`src/verilog/bthi_regs.svh`:
```
// Purpose: Constants for the bus terminal host interface.
// Assumes: 20 MHz clock, 50 ns period.
// Notes: Register indices are local choices; the host port has 3 address bits.
`ifndef BTHI_REGS_SVH
`define BTHI_REGS_SVH
`define BTHI_REG_CTRL 3'h0
`define BTHI_REG_TADDR 3'h1
`define BTHI_REG_STAT 3'h2
`define BTHI_CTRL_ROLE_BIT 0
`define BTHI_CTRL_PDP_BIT 1
`define BTHI_CTRL_RESET 16'h0000
`define BTHI_CLK_NS 50
`define BTHI_RST_MIN_NS 500
`define BTHI_RST_MIN_CYC ((`BTHI_RST_MIN_NS + `BTHI_CLK_NS - 1) / `BTHI_CLK_NS)
`define BTHI_STROBE_CYC 2
`endif
```
`src/verilog/bthi_pkg.sv`:
```
// Purpose: Types for the bus terminal host interface.
// Assumes: Nothing.
// Notes: Holds the memory sequencer states.
package bthi_pkg;
   typedef enum logic [1:0] {MEM_IDLE, MEM_WAIT, MEM_STROBE, MEM_GAP}
      bthi_mem_e;
endpackage : bthi_pkg

```
`src/verilog/bthi_core.sv`:
```
// Purpose: Host port, address strap capture, role and abort logic.
// Assumes: One 20 MHz clock; the master reset, abort and write strobe pins pass a three-stage synchroniser.
// Notes: Two-way pins are split into in, out and output enable.
`timescale 1ns/1ps
`include "bthi_regs.svh"

module bthi_core #(
   parameter logic ROLE_PIN_HIGH_IS_RT = 1'b1,
   parameter int RST_MIN_CYC = `BTHI_RST_MIN_CYC
) (
   input wire logic clk,
   input wire logic arst_n,
   input wire logic master_reset_n,
   input wire logic [15:0] data_in,
   output logic [15:0] data_out,
   output logic data_oe,
   input wire logic [2:0] reg_addr,
   input wire logic cs_n,
   input wire logic rd_n,
   input wire logic wr_n,
   output logic [15:0] addr_out,
   output logic addr_oe,
   input wire logic address_release,
   input wire logic terminal_addr_bit0,
   input wire logic [3:1] terminal_addr_mid,
   input wire logic terminal_addr_bit_top,
   input wire logic terminal_addr_parity_pin,
   input wire logic role_select_pin,
   input wire logic lock,
   input wire logic external_abort_n,
   input wire logic cmd_valid,
   input wire logic cmd_done,
   output logic command_strobe_n,
   input wire logic mem_req,
   input wire logic mem_write,
   input wire logic [15:0] mem_addr,
   input wire logic [15:0] mem_wdata,
   output logic mem_done,
   output logic dma_request,
   input wire logic dma_grant,
   input wire logic ram_select_in_n,
   output logic ram_select_out_n,
   output logic ram_read_strobe_n,
   output logic ram_write_strobe_n,
   output logic role_is_rt,
   output logic [4:0] terminal_addr,
   output logic parity_ok,
   output logic abort
);
   typedef struct packed {
      logic [2:0] s1;
      logic [2:0] s2;
      logic [2:0] s3;
      logic [3:0] rcnt;
      logic cap_done;
      logic [4:0] taddr;
      logic par;
      logic [15:0] ctrl;
      logic cmd;
      bthi_pkg::bthi_mem_e ms;
      logic [1:0] scnt;
      logic wr_seen;
      logic [15:0] dout;
      logic dvalid;
      logic done;
   } bthi_core_s;
   bthi_core_s st_q, st_d;
   logic [2:0] pin_now;
   logic master_reset_n_act, xabort, wr_ev, rd_act, own_mem;
   assign pin_now = {master_reset_n, external_abort_n, ~wr_n};
   always_comb
   begin
      st_d = st_q;
      st_d.s1 = pin_now;
      st_d.s2 = st_q.s1;
      st_d.s3 = st_q.s2;
      master_reset_n_act = (st_q.s2[2] == st_q.s3[2]) && !st_q.s3[2];
      xabort = (st_q.s2[1] == st_q.s3[1]) && !st_q.s3[1];
      wr_ev = st_q.s2[0] && st_q.s3[0] && !st_q.wr_seen;
      st_d.done = 1'b0;
      if (master_reset_n_act)
      begin
         st_d.rcnt = (st_q.rcnt == 4'hF) ? 4'hF : st_q.rcnt + 4'h1;
         if (!lock || !st_q.cap_done)
         begin
            st_d.taddr = {terminal_addr_bit_top, terminal_addr_mid,
               terminal_addr_bit0};
            st_d.par = terminal_addr_parity_pin;
         end
         st_d.ctrl = `BTHI_CTRL_RESET;
         st_d.cmd = 1'b0;
         st_d.ms = bthi_pkg::MEM_IDLE;
         st_d.dvalid = 1'b0;
         st_d.wr_seen = 1'b0;
      end
      else
      begin
         if (32'(st_q.rcnt) >= RST_MIN_CYC)
            st_d.cap_done = 1'b1;
         st_d.rcnt = 4'h0;
         st_d.wr_seen = st_q.s2[0] && st_q.s3[0];
         if (wr_ev && !cs_n)
            if (reg_addr == `BTHI_REG_CTRL)
            begin
               st_d.ctrl = data_in;
               if (lock)
                  st_d.ctrl[`BTHI_CTRL_ROLE_BIT] =
                     st_q.ctrl[`BTHI_CTRL_ROLE_BIT];
            end
         if (cmd_valid)
            st_d.cmd = 1'b1;
         else if (cmd_done)
            st_d.cmd = 1'b0;
         case (st_q.ms)
            bthi_pkg::MEM_IDLE:
               if (mem_req)
                  st_d.ms = bthi_pkg::MEM_WAIT;
            bthi_pkg::MEM_WAIT:
               if (dma_grant)
               begin
                  st_d.ms = bthi_pkg::MEM_STROBE;
                  st_d.scnt = 2'h0;
               end
            bthi_pkg::MEM_STROBE:
            begin
               st_d.scnt = st_q.scnt + 2'h1;
               if (st_q.scnt == 2'(`BTHI_STROBE_CYC - 1))
               begin
                  st_d.ms = bthi_pkg::MEM_GAP;
                  st_d.done = 1'b1;
               end
            end
            bthi_pkg::MEM_GAP:
               st_d.ms = bthi_pkg::MEM_IDLE;
            default:
               st_d.ms = bthi_pkg::MEM_IDLE;
         endcase
         if (xabort)
         begin
            st_d.cmd = 1'b0;
            st_d.ms = bthi_pkg::MEM_IDLE;
            st_d.done = 1'b0;
         end
         st_d.dvalid = !cs_n && !rd_n;
         case (reg_addr)
            `BTHI_REG_CTRL: st_d.dout = st_q.ctrl;
            `BTHI_REG_TADDR:
               st_d.dout = {10'h000, st_q.par, st_q.taddr};
            `BTHI_REG_STAT: st_d.dout = {12'h000, st_q.cmd, lock,
               role_is_rt, parity_ok};
            default: st_d.dout = 16'h0000;
         endcase
      end
   end
   always_ff @(posedge clk or negedge arst_n)
   begin
      if (!arst_n)
      begin
         // Synchroniser stages start at idle pin levels, so no false abort.
         st_q <= '0;
         st_q.s1 <= 3'h6;
         st_q.s2 <= 3'h6;
         st_q.s3 <= 3'h6;
      end
      else
         st_q <= st_d;
   end
   assign rd_act = !cs_n && !rd_n && st_q.dvalid;
   assign own_mem = (st_q.ms == bthi_pkg::MEM_STROBE);
   assign data_out = own_mem && st_q.ms != bthi_pkg::MEM_IDLE && mem_write ?
      mem_wdata : st_q.dout;
   assign data_oe = rd_act || (own_mem && mem_write);
   assign addr_out = mem_addr;
   assign addr_oe = address_release && st_q.ms != bthi_pkg::MEM_IDLE &&
      st_q.ms != bthi_pkg::MEM_GAP && dma_grant;
   assign ram_select_out_n = own_mem ? 1'b0 :
      (st_q.ctrl[`BTHI_CTRL_PDP_BIT] ? ram_select_in_n : 1'b1);
   assign ram_read_strobe_n = !(own_mem && !mem_write);
   assign ram_write_strobe_n = !(own_mem && mem_write);
   assign mem_done = st_q.done;
   assign dma_request = st_q.ms == bthi_pkg::MEM_WAIT ||
      st_q.ms == bthi_pkg::MEM_STROBE;
   assign command_strobe_n = !st_q.cmd;
   assign role_is_rt = lock ? (role_select_pin == ROLE_PIN_HIGH_IS_RT) :
      st_q.ctrl[`BTHI_CTRL_ROLE_BIT];
   assign terminal_addr = st_q.taddr;
   assign parity_ok = ^{st_q.par, st_q.taddr};
   assign abort = xabort;
endmodule : bthi_core

```
`config.mk`:
```
export PLATFORM = sky130hd
export DESIGN_NAME = bthi_core
export DESIGN_NICKNAME = d
export VERILOG_FILES = /design/src/verilog/bthi_pkg.sv /design/src/verilog/bthi_core.sv
export VERILOG_INCLUDE_DIRS = /design/src /design/src/verilog
export SDC_FILE = /design/constraint.sdc
export NUM_CORES = 1
export LEC_CHECK = 0
export ABC_AREA = 1
export BUFFER_PORTS_ARGS = -buffer_cell sky130_fd_sc_hd__buf_2
export CORE_MARGIN = 2
export CORE_UTILIZATION = 49
export DETAILED_ROUTE_END_ITERATION = 8
export GPL_TIMING_DRIVEN = 0
export PLACE_DENSITY = 0.89
export SLEW_MARGIN = 20
export SYNTH_ARGS = -nofsm -noshare
export SYNTH_HDL_FRONTEND = slang
export SYNTH_SLANG_ARGS = --single-unit
```
`constraint.sdc`:
```
create_clock -name clk -period 1.7 [get_ports clk]
set_input_delay 0.34 -clock clk [delete_from_list [all_inputs] [get_ports clk]]
set_output_delay 0.34 -clock clk [all_outputs]
set_load 0.05 [all_outputs]
```
==> qor.yml <==
slew_violations: 0
leakage_nw: 2.263
route.detailed.drc: 0
postRouteAntennaNets: 0
cts_hold_buf: 0
diodes: 0
areaGrowthSynthToFinish_pct: 49.66
hp-class: "in2async"
dp_hpwl_um: 5522
core_area_um2: 5991
crit_required_ps: 1360
clk_pin_slew_worst_paths_ps: 60
grt_pass1_vias: 3031
finalCriticalPeriod_ps: 1997
io_pins: 121
crit_slowest_cell: "dfrtp_1"
grt_max_degree: 61
critPathBufInv: 3
nNetsFinal: 561
num_vias: 3010
die_area_um2: 6945
cp_max_fo: 6
start_util: 0.5148
worstMarginPinSlew_ps: 728.1
clkLatencyLatePin_ps: 330
status: "finished with violations"
cts_tree: "built"
violations: "negative setup slack"
pre_cts_ws_ps: -333.3
syn_inst: 340
drt_iter0_markers: 202
dieWidth_um: 83.34
grt_pass1_wl_um: 14560
yosysTopAreaCell: "dfrtp_1"
peakVddDrop_v: 0.0007370
start_kind: "register"
slowest_delay_ps: 400
grt_use_total: 0.2620
globalplace.congestion: 0.8932
ys_seq_area_frac: 0.4892
yosysWarnings: 0
fmax_mhz: 500.8
syn_area_um2: 3084
synth_most_common_cell: "nand2_1"
placement_rows: 28
maxCapViolations: 0
synth.top_cell.area_share: 0.4381
synth_top_flop_cell: "dfrtp_1"
die_h_um: 83.34
relSlewSlack: 0.5146
first_pass_iters: 4
nFillCells: 369
cts-buffers-inserted: 9
async_flop_share: 1.000
critPathCaptureType: "primary output"
finalSetupViolCount: 23
avgSynthCellArea_um2: 9.071
critPathTopFamily: "flip-flops"
powerDensity_nw_per_um2: 1221
synth_fp_nets: 422
crit_chain: "inv_2 > ha_4 > nand2_4 > buf_12 > mux2_4 > buf_8"
wl_per_cell_um: 16.61
finalHoldViolations: 0
cts_max_path_buffers: 2
antenna_found_initial: 0
holdWs_ps: 49.67
clock-sinks: 60
detail_route.wirelength_um: 9287
ys_top_cells_by_count: "56 x nand2_1, 54 x dfrtp_1, 40 x inv_1"
cts_root_buf: "clkbuf_8"
synth.distinct_cells: 33
portBuffers: 104
drive_gt1_frac: 0.5331
synth-edff-count: 0
worstSetupPathType: "reg2out"
grt_setup_unrepaired: "true"
htree_levels: 3
clock_skew_ps: 4.527
ys_ff_latch: 60
ys_top_cells_by_area: "dfrtp_1 44%, nand2_1 6.8%, a21oi_2 5.7%, buf_4 5.4%, dfstp_2 5.1%"
vias_per_cell: 5.385
worstPathArrival_ps: 1660
fin_crit_sh: 1.175
layout_setup_ws_ps: -297.0
gr-total-overflow: 0
[metal layers]
metal | up-vias | track usage | wire length (µm)
li1 | 1370 | - | -
met1 | 1459 | 0.3133 | 3487
met2 | 142 | 0.4479 | 4851
met3 | 39 | 0.04473 | 496
met4 | 0 | 0.1431 | 451
met5 | - | 0 | 0
[timing repair]
item                       in CTS  in global routing
resized for setup              91                 22
gates cloned                    2                  0
setup endpoints to repair      23                 25
hold endpoints to repair        0                  0
pin swaps                       5                 11
buffers inserted               17                  6
[final timing paths]
check / cells past startpoint / startpoint / slack, ps / end
worst max-delay path: 6 / st_q[21] / -300 / data_out[4]
worst min-delay path: 1 / arst_n / 50 / st_q[22]
worst max register to register: 8 / st_q[21] / 80 / st_q[20]
worst min register to register: 0 / st_d[54] / 350 / st_d[51]
max in group asynchronous: 1 / arst_n / 1110 / terminal_addr[2]
min in group clk: 1 / master_reset_n / 100 / st_d[56]
[cell families (layout without fill, tap and decap cells)]
group,Yosys count,in the layout,share of synthesized area
and+or+nand+nor,109,109,0.1546
AOI/OAI and AO/OA,81,81,0.1700
buffers and inverters,75,219,0.1298
DFF,60,60,0.4893
adders and majority gates,9,9,0.03651
muxes,4,4,0.01420
xor gates and xnor gates,2,2,0.005681
[registers in the layout (all words and copies together) (netlist names)]
| signal | count |
|---|---|
| st_q | 48 |
| st_d | 6 |
| terminal_addr | 5 |
| mem_done | 1 |
[placed cells by master, fill, tap and decap left out, types with 5 or more instances in the layout]
cell type  count
a21oi_2       21
nand3_1        8
nand2_1       46
ha_1           5
a21oi_1       13
nor2_1        25
buf_8         10
nor2_4         5
buf_4         45
dfstp_2        6
inv_2          8
buf_6         18
buf_2         83
o22ai_1       16
nor3_1         5
a21oi_4       11
inv_1         33
nand2_4        6
o21ai_0        8
dfrtp_1       52
nand2_2        7
o21ai_1        5
clkbuf_8      11
[worst register-to-register path, delay by kind of cell (launching register included)]
kind            cells  cell delay [ps]
fa+ha+maj           1              170
simple gates        1              140
flops               1              400
compound gates      2              420
buf+inv             4              410
[cell type report]
class	instances	area, µm²	area share
Sequential cell	60	1511	0.3275
Multi-Input combinational cell	205	1445	0.3131
Timing Repair Buffer	128	908.4	0.1968
Buffer	34	286.5	0.06208
Inverter	41	153.9	0.03334
Clock buffer	11	141.4	0.03063
Tap cell	75	93.84	0.02033
Clock inverter	5	75.07	0.01626
[power breakdown]
part	total, mW	switching (mW)	internal [mW]
Clock	1.41	0.555	0.858
Combinational	2.59	1.51	1.08
Sequential	1.64	0.0835	1.55
Total	5.64	2.15	3.49
[metrics by stage]
stage / power, mW / instance area, µm² / util / TNS [ps] / instances
6_report: 5.637 / 4616 / 0.7705 / -5210 / 559
5_1_grt: 5.833 / 4616 / 0.7705 / -6294 / 559
4_1_cts: 5.403 / 4509 / 0.7527 / -4531 / 554
3_5_place_dp: 3.366 / 3826 / 0.6387 / -4131 / 519
3_3_place_gp: 3.312 / 3824 / 0.6383 / -3383 / 519
2_1_floorplan: 2.971 / 3209 / - / -1392 / 340
No activity file was read; power rests on OpenSTA's default activity.
